**config.mk**
```make
export PLATFORM = sky130hd
export DESIGN_NAME = drt_top
export DESIGN_NICKNAME = d
export VERILOG_FILES = /design/src/shared/drt_pkg.sv /design/src/logic/drt_sync.sv /design/src/logic/drt_prescaler.sv /design/src/logic/drt_top.sv
export VERILOG_INCLUDE_DIRS = /design/src /design/src/shared
export SDC_FILE = /design/constraint.sdc
export NUM_CORES = 1
export LEC_CHECK = 0
export BUFFER_PORTS_ARGS = -buffer_cell sky130_fd_sc_hd__buf_4
export CAP_MARGIN = 0
export CORE_MARGIN = 3
export CORE_UTILIZATION = 56
export CTS_CLUSTER_DIAMETER = 150
export DETAILED_ROUTE_END_ITERATION = 8
export PLACE_DENSITY_LB_ADDON = 0.12
export RECOVER_POWER = 50
export REMOVE_ABC_BUFFERS = 1
export SYNTH_ARGS = -nofsm -noshare
export SYNTH_HDL_FRONTEND = slang
export SYNTH_SLANG_ARGS = --single-unit
```
**constraint.sdc**
```tcl
create_clock -name aclk -period 3.95 [get_ports aclk]
set_input_delay 0.5925 -clock aclk [delete_from_list [all_inputs] [get_ports aclk]]
set_output_delay 0.5925 -clock aclk [all_outputs]
set_load 0.1 [all_outputs]
```
**src/shared/drt_cfg.svh**
```systemverilog
// Purpose: Constants for the dual reload down timer
// Assumes: AXI4-Lite, 32-bit data, one word per register
// Notes:   Offsets are byte addresses
`ifndef DRT_CFG_SVH
`define DRT_CFG_SVH
`define DRT_OFF_CTRL     4'h0
`define DRT_OFF_CFG0     4'h4
`define DRT_OFF_CFG1     4'h8
`define DRT_OFF_STAT     4'hc
`define DRT_CTL_RUN0     0
`define DRT_CTL_RUN1     1
`define DRT_CTL_PRESET_CH0    2
`define DRT_CTL_PRESET_CH1    3
`define DRT_CTL_WIDTH    4
`define DRT_CFG_CONT     0
`define DRT_CFG_SRC      1
`define DRT_CFG_DIV_LO   2
`define DRT_CFG_RLD_LO   8
`define DRT_RESET_BYTE   8'h00
`define DRT_RESP_OKAY    2'b00
`define DRT_RESP_SLVERR  2'b10
`endif

```
**src/shared/drt_pkg.sv**
```systemverilog
// Purpose: Types for the dual reload down timer
// Assumes: Nothing beyond the cfg header
// Notes:   Div codes select 1, 4, 16, 64
package drt_pkg;
  typedef enum logic [1:0] {
    DRT_DIV1  = 2'b00,
    DRT_DIV4  = 2'b01,
    DRT_DIV16 = 2'b10,
    DRT_DIV64 = 2'b11
  } drt_div_t;
  typedef enum logic [2:0] {
    DRT_W_IDLE = 3'b001,
    DRT_W_RESP = 3'b010,
    DRT_W_HOLD = 3'b100
  } drt_wstate_t;
endpackage

```
**src/logic/drt_sync.sv**
```systemverilog
// Purpose: Two-flop synchroniser for the oscillator inputs
// Assumes: Inputs are asynchronous to aclk
// Notes:   First stage is read only by the second
`timescale 1ns/100ps
`default_nettype none
module drt_sync
  import drt_pkg::*;
(
  input  wire logic aclk,
  input  wire logic aresetn,
  input  wire logic d,
  output logic      q
);
  logic meta_r;

  // Two stages, only the second reads the first
  always_ff @(posedge aclk)
  begin
    if (!aresetn)
    begin
      meta_r <= 1'b0;
      q      <= 1'b0;
    end
    else
    begin
      meta_r <= d;
      q      <= meta_r;
    end
  end
endmodule
`default_nettype wire

```
**src/logic/drt_prescaler.sv**
```systemverilog
// Purpose: Per-channel prescaler, edges of the divided input clock
// Assumes: src is synchronised, rise and fall edge pulses from the top
// Notes:   Gated by run; divider held cleared while stopped
`timescale 1ns/100ps
`default_nettype none
module drt_prescaler
  import drt_pkg::*;
(
  input  wire logic       aclk,
  input  wire logic       aresetn,
  input  wire logic       run,
  input  wire logic       src_rise,
  input  wire logic       src_fall,
  input  wire logic [1:0] div,
  output logic            in_fall,
  output logic            in_rise
);
  logic [5:0] cnt_r;
  logic [5:0] mask;

  // Mask of the divider bits used by the selected ratio
  always_comb
  begin
    unique case (drt_div_t'(div))
      DRT_DIV1:  mask = 6'h00;
      DRT_DIV4:  mask = 6'h03;
      DRT_DIV16: mask = 6'h0f;
      DRT_DIV64: mask = 6'h3f;
    endcase
  end

  // Source reaches the divider only while running
  always_ff @(posedge aclk)
  begin
    if (!aresetn || !run)
      cnt_r <= 6'h00;
    else if (src_rise)
      cnt_r <= (cnt_r + 6'h01) & mask;
  end

  // Divided clock: falls when divider at half its range sees a source fall
  always_comb
  begin
    in_fall = run && src_fall && ((cnt_r & mask) == (mask >> 1) + 6'h01 - 6'h01 + 6'h00)
              && (mask == 6'h00 || cnt_r == (mask >> 1));
    in_rise = run && src_rise && ((cnt_r & mask) == mask);
  end
endmodule
`default_nettype wire

```
**src/logic/drt_top.sv**
```systemverilog
// Purpose: Two 8-bit reload down timers, cascadable to 16 bits, AXI4-Lite slave
// Assumes: slow_osc and fast_osc are asynchronous square waves, slower than aclk/4
// Notes:   Register map and bit positions live in the cfg header
//
// Added by the designer: the AXI4-Lite interface to the registers and the address map.
`timescale 1ns/100ps
`default_nettype none
`include "drt_cfg.svh"
module drt_top
  import drt_pkg::*;
(
  input  wire logic        aclk,
  input  wire logic        aresetn,
  input  wire logic        slow_osc,
  input  wire logic        fast_osc,
  input  wire logic [3:0]  s_axi_awaddr,
  input  wire logic        s_axi_awvalid,
  output logic             s_axi_awready,
  input  wire logic [31:0] s_axi_wdata,
  input  wire logic [3:0]  s_axi_wstrb,
  input  wire logic        s_axi_wvalid,
  output logic             s_axi_wready,
  output logic [1:0]       s_axi_bresp,
  output logic             s_axi_bvalid,
  input  wire logic        s_axi_bready,
  input  wire logic [3:0]  s_axi_araddr,
  input  wire logic        s_axi_arvalid,
  output logic             s_axi_arready,
  output logic [31:0]      s_axi_rdata,
  output logic [1:0]       s_axi_rresp,
  output logic             s_axi_rvalid,
  input  wire logic        s_axi_rready,
  output logic             underflow_flag_ch0,
  output logic             underflow_flag_ch1,
  output logic             halved_underflow_out,
  output logic             serial_clk_pulse
);
  logic       slow_s;
  logic       fast_s;
  logic       slow_d_r;
  logic       fast_d_r;
  logic       width_mode_sel_r;
  logic [1:0] run_r;
  logic [1:0] repeat_r;
  logic [1:0] src_sel_r;
  logic [1:0] div_r [2];
  logic [7:0] reload_r [2];
  logic [7:0] count_r [2];
  logic [1:0] pend_r;
  logic [1:0] in_fall;
  logic [1:0] in_rise;
  logic [1:0] unf;
  logic       uf16;
  logic [1:0] pset_wr;
  logic       wr_go;
  logic       ctrl_wr;
  logic [1:0] cfg_wr;
  logic [31:0] rd_nxt;
  logic        rd_ok;
  logic [31:0] wdata_r;
  logic [3:0]  awaddr_r;
  logic        aw_have_r;
  logic        w_have_r;
  logic        wstrb_ok_r;

  // Oscillator inputs cross into aclk
  drt_sync u_sync_slow (.aclk(aclk), .aresetn(aresetn), .d(slow_osc), .q(slow_s));
  drt_sync u_sync_fast (.aclk(aclk), .aresetn(aresetn), .d(fast_osc), .q(fast_s));

  // Previous synchronised levels for edge detection
  always_ff @(posedge aclk)
  begin
    if (!aresetn)
    begin
      slow_d_r <= 1'b0;
      fast_d_r <= 1'b0;
    end
    else
    begin
      slow_d_r <= slow_s;
      fast_d_r <= fast_s;
    end
  end

  // Prescaler per channel; in 16-bit mode both follow channel 0
  genvar g;
  generate
    for (g = 0; g < 2; g++)
    begin : g_ch
      logic       sel;
      logic [1:0] dv;
      logic       rn;
      assign sel = width_mode_sel_r ? src_sel_r[0] : src_sel_r[g];
      assign dv  = width_mode_sel_r ? div_r[0] : div_r[g];
      assign rn  = width_mode_sel_r ? run_r[0] : run_r[g];
      drt_prescaler u_psc (
        .aclk     (aclk),
        .aresetn  (aresetn),
        .run      (rn),
        .src_rise (sel ? (fast_s & ~fast_d_r) : (slow_s & ~slow_d_r)),
        .src_fall (sel ? (~fast_s & fast_d_r) : (~slow_s & slow_d_r)),
        .div      (dv),
        .in_fall  (in_fall[g]),
        .in_rise  (in_rise[g])
      );
    end
  endgenerate

  // Underflow on the falling input edge while the count is zero
  assign uf16   = width_mode_sel_r && in_fall[0] && count_r[0] == 8'h00
                  && count_r[1] == 8'h00;
  assign unf[0] = !width_mode_sel_r && in_fall[0] && count_r[0] == 8'h00;
  assign unf[1] = width_mode_sel_r ? uf16
                  : (in_fall[1] && count_r[1] == 8'h00);

  // Bus write decode
  assign wr_go   = aw_have_r && w_have_r && !s_axi_bvalid;
  assign ctrl_wr = wr_go && awaddr_r == `DRT_OFF_CTRL && wstrb_ok_r;
  assign cfg_wr[0] = wr_go && awaddr_r == `DRT_OFF_CFG0;
  assign cfg_wr[1] = wr_go && awaddr_r == `DRT_OFF_CFG1;
  assign pset_wr[0] = ctrl_wr && wdata_r[`DRT_CTL_PRESET_CH0];
  assign pset_wr[1] = ctrl_wr && wdata_r[`DRT_CTL_PRESET_CH1] && !width_mode_sel_r;

  // Width select register
  always_ff @(posedge aclk)
  begin
    if (!aresetn)
      width_mode_sel_r <= 1'b0;
    else if (ctrl_wr)
      width_mode_sel_r <= wdata_r[`DRT_CTL_WIDTH];
  end

  // Run bits: software sets, one-shot underflow clears, ch1 forced off in 16-bit
  always_ff @(posedge aclk)
  begin
    if (!aresetn)
      run_r <= 2'b00;
    else
    begin
      for (int i = 0; i < 2; i++)
      begin
        if (ctrl_wr)
          run_r[i] <= wdata_r[`DRT_CTL_RUN0 + i];
        if (i == 0 ? (uf16 || unf[0]) && !repeat_r[0] : unf[1] && !repeat_r[1]
            && !width_mode_sel_r)
          run_r[i] <= 1'b0;
      end
      if (width_mode_sel_r || (ctrl_wr && wdata_r[`DRT_CTL_WIDTH]))
        run_r[1] <= 1'b0;
    end
  end

  // Per-channel configuration: repeat, source, ratio, reload
  always_ff @(posedge aclk)
  begin
    if (!aresetn)
    begin
      repeat_r  <= 2'b00;
      src_sel_r <= 2'b00;
      for (int i = 0; i < 2; i++)
      begin
        div_r[i]    <= 2'b00;
        reload_r[i] <= `DRT_RESET_BYTE;
      end
    end
    else
    begin
      for (int i = 0; i < 2; i++)
      begin
        if (cfg_wr[i])
        begin
          repeat_r[i]  <= wdata_r[`DRT_CFG_CONT];
          src_sel_r[i] <= wdata_r[`DRT_CFG_SRC];
          div_r[i]     <= wdata_r[`DRT_CFG_DIV_LO +: 2];
          reload_r[i]  <= wdata_r[`DRT_CFG_RLD_LO +: 8];
        end
      end
    end
  end

  // Counters: decrement on fall; pending reload lands at next rise, or at once if stopped
  always_ff @(posedge aclk)
  begin
    if (!aresetn)
    begin
      count_r[0] <= `DRT_RESET_BYTE;
      count_r[1] <= `DRT_RESET_BYTE;
      pend_r     <= 2'b00;
    end
    else if (width_mode_sel_r)
    begin
      if (pset_wr[0])
      begin
        count_r[0] <= reload_r[0];
        count_r[1] <= reload_r[1];
        pend_r     <= 2'b00;
      end
      else if (pend_r[0] && (in_rise[0] || !run_r[0]))
      begin
        count_r[0] <= reload_r[0];
        count_r[1] <= reload_r[1];
        pend_r     <= 2'b00;
      end
      else if (in_fall[0] && !pend_r[0])
      begin
        {count_r[1], count_r[0]} <= {count_r[1], count_r[0]} - 16'h0001;
        if (uf16)
          pend_r[0] <= 1'b1;
      end
    end
    else
    begin
      for (int i = 0; i < 2; i++)
      begin
        if (pset_wr[i])
        begin
          count_r[i] <= reload_r[i];
          pend_r[i]  <= 1'b0;
        end
        else if (pend_r[i] && (in_rise[i] || !run_r[i]))
        begin
          count_r[i] <= reload_r[i];
          pend_r[i]  <= 1'b0;
        end
        else if (in_fall[i] && !pend_r[i])
        begin
          count_r[i] <= count_r[i] - 8'h01;
          if (unf[i])
            pend_r[i] <= 1'b1;
        end
      end
    end
  end

  // Underflow pulses, halved output and serial clock
  always_ff @(posedge aclk)
  begin
    if (!aresetn)
    begin
      underflow_flag_ch0   <= 1'b0;
      underflow_flag_ch1   <= 1'b0;
      halved_underflow_out <= 1'b0;
      serial_clk_pulse     <= 1'b0;
    end
    else
    begin
      underflow_flag_ch0 <= unf[0] && !pend_r[0];
      underflow_flag_ch1 <= unf[1] && !pend_r[width_mode_sel_r ? 0 : 1];
      serial_clk_pulse   <= unf[1] && !pend_r[width_mode_sel_r ? 0 : 1];
      if (unf[1] && !pend_r[width_mode_sel_r ? 0 : 1])
        halved_underflow_out <= ~halved_underflow_out;
    end
  end

  // AXI write address and data capture, either order
  always_ff @(posedge aclk)
  begin
    if (!aresetn)
    begin
      aw_have_r <= 1'b0;
      w_have_r  <= 1'b0;
      awaddr_r  <= 4'h0;
      wdata_r   <= 32'h0000_0000;
    end
    else
    begin
      if (s_axi_awvalid && s_axi_awready)
      begin
        aw_have_r <= 1'b1;
        awaddr_r  <= s_axi_awaddr;
      end
      else if (wr_go)
        aw_have_r <= 1'b0;
      if (s_axi_wvalid && s_axi_wready)
      begin
        w_have_r <= 1'b1;
        wdata_r  <= s_axi_wdata;
        wstrb_ok_r <= s_axi_wstrb != 4'h0;  // Strobes held only with the data beat
      end
      else if (wr_go)
        w_have_r <= 1'b0;
    end
  end

  // Ready flags and write response
  always_ff @(posedge aclk)
  begin
    if (!aresetn)
    begin
      s_axi_awready <= 1'b0;
      s_axi_wready  <= 1'b0;
      s_axi_bvalid  <= 1'b0;
      s_axi_bresp   <= `DRT_RESP_OKAY;
    end
    else
    begin
      s_axi_awready <= !aw_have_r && !(s_axi_awvalid && s_axi_awready) && !s_axi_bvalid;
      s_axi_wready  <= !w_have_r && !(s_axi_wvalid && s_axi_wready) && !s_axi_bvalid;
      if (wr_go)
      begin
        s_axi_bvalid <= 1'b1;
        s_axi_bresp  <= (awaddr_r == `DRT_OFF_STAT || awaddr_r[1:0] != 2'b00)
                        ? `DRT_RESP_SLVERR : `DRT_RESP_OKAY;
      end
      else if (s_axi_bready)
        s_axi_bvalid <= 1'b0;
    end
  end

  // Read mux; count buffers read live
  always_comb
  begin
    rd_nxt = 32'h0000_0000;
    rd_ok  = 1'b1;
    unique case (s_axi_araddr)
      `DRT_OFF_CTRL: rd_nxt = {27'h0, width_mode_sel_r, 2'b00, run_r};
      `DRT_OFF_CFG0: rd_nxt = {16'h0, reload_r[0], 4'h0, div_r[0], src_sel_r[0], repeat_r[0]};
      `DRT_OFF_CFG1: rd_nxt = {16'h0, reload_r[1], 4'h0, div_r[1], src_sel_r[1], repeat_r[1]};
      `DRT_OFF_STAT: rd_nxt = {16'h0, count_r[1], count_r[0]};
      default:       rd_ok  = 1'b0;
    endcase
  end

  // Read channel: one read at a time
  always_ff @(posedge aclk)
  begin
    if (!aresetn)
    begin
      s_axi_arready <= 1'b0;
      s_axi_rvalid  <= 1'b0;
      s_axi_rdata   <= 32'h0000_0000;
      s_axi_rresp   <= `DRT_RESP_OKAY;
    end
    else
    begin
      s_axi_arready <= !s_axi_rvalid && !(s_axi_arvalid && s_axi_arready);
      if (s_axi_arvalid && s_axi_arready)
      begin
        s_axi_rvalid <= 1'b1;
        s_axi_rdata  <= rd_nxt;
        s_axi_rresp  <= rd_ok ? `DRT_RESP_OKAY : `DRT_RESP_SLVERR;
      end
      else if (s_axi_rready)
        s_axi_rvalid <= 1'b0;
    end
  end
endmodule
`default_nettype wire

```
==> metrics.sh <==
SHARE_COMB_OF_TOTAL_POWER_PCT=11.8
DR.FIRST_ITER.DRC_COUNT=291
GRT_OVERFLOW=0
P_SW_W=0.0006371
ROUTE.LAYER.MET1.WL_UM=5864
CELL_AREA_AFTER_SYNTHESIS_SQ_UM=5570
SYNTH_AREA_PER_CELL_SQ_UM=8.814
SYNTH_SIMPLE_GATE_AREA_SHARE_PCT=22.04
CP_SLOWEST_CELL='a32oi_2'
YOSYS.AREA.TOP_TYPE_SHARE_PCT=31.63
CRITICAL_PATH.TOP_DELAY_FAMILY='simple AND/OR/NAND/NOR gates'
SYNTH_FF_TYPE='dfxtp_1'
CORE_REGION_AREA_SQ_UM=9459
POST_SYNTH_MAIN_AREA_CONTRIBUTORS='dfxtp_1 (32%), edfxtp_1 (11%), a21oi_1 (4.6%)'
CTS_MADE_BUFFERS=9
WIRE_LENGTH_OF_THE_FIRST_GLOBAL_ROUTING_PASS_UM=20870
VIOLATED_CHECKS='capacitance limit, slew limit'
SWSHARE_PCT=30.26
WORSTMARGINPINSLEW_PS=2551
ANTENNA_CELLS=0
LAYOUT-DRIVE-GT1-SHARE_PCT=10.90
WORST_EP_REQUIRED_TIME_PS=4260
PLACEMENT.IO_BUFFERS=60
CTS.PATH.MAX_BUFFERS=2
CLOCK_TRANSITION_AT_THE_REGISTER_CLOCK_PINS_ON_THE_WORST_SETUP_AND_HOLD_PATHS_AFTER_CTS_PS=120
DETAIL_ROUTE.VIAS_PER_CELL=5.699
NUMBER_OF_ANTENNA_VIOLATIONS_AT_THE_FIRST_CHECK_IN_GLOBAL_ROUTING=0
TRITONCTS_CLOCK_TREE='yes'
ASYNCSETRESETFLOPFRACSYNTH_PCT=0
POST-CTS-SETUP-BUFFER-COUNT=0
P_INT_W=0.001468
TIMING.SETUP.TNS_PS=0
SYNTH_AREA_LEADER_CELL='dfxtp_1'
SYNTHTOLAYOUTAREAGROWTH_PCT=9.232
SYNTH-XOR-AREA-SHARE_PCT=3.774
MAX_CAP_VIOLATIONS=1
LARGEST_NET_DEGREE_AT_THE_START_OF_GLOBAL_ROUTING=60
DESIGN.DIE.AREA_SQ_UM=11180
YS_FF_LATCH=109
START_KIND='flop'
FMAX_MHz=287.8
RESULT_OF_THE_RUN='finished, violations left'
YOSYS.CELL_TYPES.COUNT=64
POWER.IR.VDD_WORST_uV=200.7
REPORT.FINAL.HOLD_VIOL_COUNT=0
DETAILED_PLACE_HPWL_UM=9180
LIST_OF_CELLS_TRAVERSED_BY_THE_CRITICAL_PATH='nor2_1, inv_1, ha_1, nor3_1, and3_1, o221ai_1, or3_1, a32oi_2, o21ai_0, a31oi_1'
CRITPATHMAXSTAGEDELAY_PS=660
POST_CTS_RESIZED=0
P_LEAK_nW=2.231
AVGROUTEDWIREPERCELL_UM=15.60
POST_DP_CELL_AREA_SQ_UM=6000
HOLD_CLASS='in -> reg'
FINISH.INSTANCE_AREA_SQ_UM=6085
MAXUSEDROUTINGLAYER='met4'
MET3ROUTEDLENGTH_UM=920
DIEHEIGHT_UM=105.7
POWER.DENSITY_nW_PER_UM2=346.1
FINAL_SETUP_VIOLATION_COUNT=0
DR.PASS1.ITERS=5
POST-ROUTE-MIN-PERIOD_PS=3475
CLKLATENCYLATEPIN_PS=380
FINAL_ANTENNA_NET_COUNT=0
TIMING.FINAL.MAX_SLEW_VIOLATIONS=60
CRITICAL_PATH_BUF_INV_COUNT=1
SYNTH-COMPOUND-AREA-SHARE_PCT=17.00
P_SEQ_SHARE_PCT=56.1
SYNTH-ADDER-AREA-SHARE_PCT=2.246
FINALCLOCKSKEW_PS=16.01
FIRST_GLOBAL_VIAS=4333
YOSYS-MUX-AREA-FRACTION_PCT=5.076
NUMBER_OF_SYNTHESIZED_FLOPS_WITH_AN_ENABLE_PIN=21
ARRIVAL_PS=3790
REPORT.POWER.TOTAL_W=0.002106
GRT_USAGE_PCT=22.78
NUMCLOCKSINKS=109
TOP_LEVEL_PORT_COUNT=98
INITIAL_STANDARD_CELL_UTILIZATION_OF_THE_CORE_PCT=58.89
REMAINING_DRC_ERRORS=0
SYNTH_CELLS=632
SYNTHESIS.YOSYS.WARNINGS=0
DETAILROUTE.WIRELENGTH.MET2_UM=5671
DOMINANT_COMBINATIONAL_CELL_FAMILY_BY_AREA_AFTER_SYNTHESIS='simple AND/OR/NAND/NOR gates'
POST_CTS_HOLD_BUFFER_COUNT=0
DESIGN.FINAL.NETS=737
CP-END-KIND='flop'
WIRELENGTH_UM=12610
WORST-SETUP-PATH-TYPE='reg -> reg'
FP.DIEW_UM=105.7
PLACEMENT_ROWS=35
FIN_CRIT_SH_PCT=87.98
MAX_SLEW_MARGIN_PCT=-70.10
DR_TOTAL_VIAS=4605
YS_SEQ_AREA_SHARE_PCT=42.95
PLACE_CONGESTION=0.8691
CLOCK_TREE.HTREE_LEVEL_COUNT=3
PWR-SHARE-CLK_PCT=32.1
CLOCK_TREE.ROOT_CELL='clkbuf_8'
GRT_SETUP_UNREPAIRED='no'
CRIT_PATH_MAX_FANOUT=15
[final timing paths]
path                           start            endpoint  slack, ps  cells past startpoint
hold reg to reg   u_sync_slow.meta_r       u_sync_slow.q        450                      1
setup reg to reg         div_r[0][0]          count_r[4]        470                     10
hold / removal              slow_osc  u_sync_slow.meta_r        420                      2
setup / recovery         div_r[0][0]          count_r[4]        470                     10
[synthesized netlist by cell type, types with 2 or more instances]
library cell and n:
a211oi_1 12, a21o_1 4, a21oi_1 51, a221o_1 2, a221oi_1 2, a22oi_1 15
a31oi_1 15, and2_1 19, and3_1 5, and3b_1 2, buf_1 2, buf_2 5
buf_4 21, clkbuf_1 22, dfxtp_1 88, edfxtp_1 21, ha_1 10, inv_1 25
mux2_2 8, mux2i_1 11, mux4_2 3, nand2_1 59, nand2b_1 15, nand3_1 12
nand3b_1 6, nand4_1 2, nor2_1 68, nor3_1 17, nor3b_1 3, nor4_1 6
o211ai_1 8, o21ai_0 19, o21ai_1 4, or2_2 2, or3_1 13, or3_4 2
or4_1 3, or4_4 2, xnor2_1 20, xor2_1 4
[cell type report]
cell class / count / area (sq um)
fill: 864 / 3374
multi-input combinational: 463 / 2856
sequential: 109 / 2392
timing repair buffer: 65 / 375.4
tap: 129 / 161.4
clock buffer: 9 / 123.9
inverter: 26 / 97.59
clock inverter: 7 / 77.57
[flip-flops by register name (all words and copies together) (netlist names), 2 cells and up]
register,count
count_r,16
reload_r,16
s_axi_rdata,16
wdata_r,13
g_ch.u_psc.cnt_r,12
awaddr_r,4
div_r,4
pend_r,2
repeat_r,2
run_r,2
src_sel_r,2
[power groups by stage]
stage	clock network, W	logic, W	registers [W]
3_3_place_gp	0	0.000252	0.00120
6_report	0.000676	0.000249	0.00118
4_1_cts	0.000689	0.000255	0.00118
5_1_grt	0.000736	0.000265	0.00118
3_5_place_dp	0	0.000255	0.00121
2_1_floorplan	0	0.000151	0.00124
[cell usage in the layout (no fill, tap or decap), drive strengths merged, types with 6 or more instances in the layout]
| cell | synthesis | routed |
|---|---|---|
| a211oi | 12 | 12 |
| a21oi | 51 | 51 |
| a22oi | 15 | 15 |
| a31oi | 15 | 15 |
| and2 | 19 | 19 |
| buf | 29 | 34 |
| clkbuf | 22 | 40 |
| conb | 1 | 18 |
| dfxtp | 88 | 88 |
| edfxtp | 21 | 21 |
| ha | 10 | 10 |
| inv | 25 | 29 |
| mux2 | 9 | 9 |
| mux2i | 11 | 11 |
| nand2 | 59 | 59 |
| nand2b | 15 | 15 |
| nand3 | 12 | 12 |
| nand3b | 6 | 6 |
| nor2 | 68 | 68 |
| nor3 | 17 | 17 |
| nor4 | 7 | 7 |
| o211ai | 8 | 8 |
| o21ai | 23 | 23 |
| or3 | 15 | 15 |
| xnor2 | 20 | 20 |
[through the flow]
step / util, % / cells / hold slack [ps] / worst slack, ps
after global placement: 63.43 / 792 / 418.2 / 709.6
after global routing: 64.33 / 808 / 420.2 / 230.5
after detailed placement: 63.43 / 792 / 418.5 / 594.9
after CTS: 65.56 / 808 / 405.7 / 571.8
after floorplan: - / 598 / 411.8 / 509.1
final: 64.33 / 808 / 416.9 / 474.8
[cell families (layout without fill, tap and decap cells)]
kind of cell,count (synthesis),in the layout
AO/OA/AOI/OAI,146,146
XOR/XNOR,24,24
adder cells (fa/ha/maj),10,10
buffers and inverters,77,107
flip-flops,109,109
multiplexers,23,23
other,1,18
AND/OR/NAND/NOR,242,242
[metal layers]
layer,vias up,global-route usage (%)
met1,2123,31.59
met4,0,7.308
li1,2291,-
met3,11,3.552
met2,180,36.52
met5,-,0
Note: power is estimated with default switching activity, not from simulation.
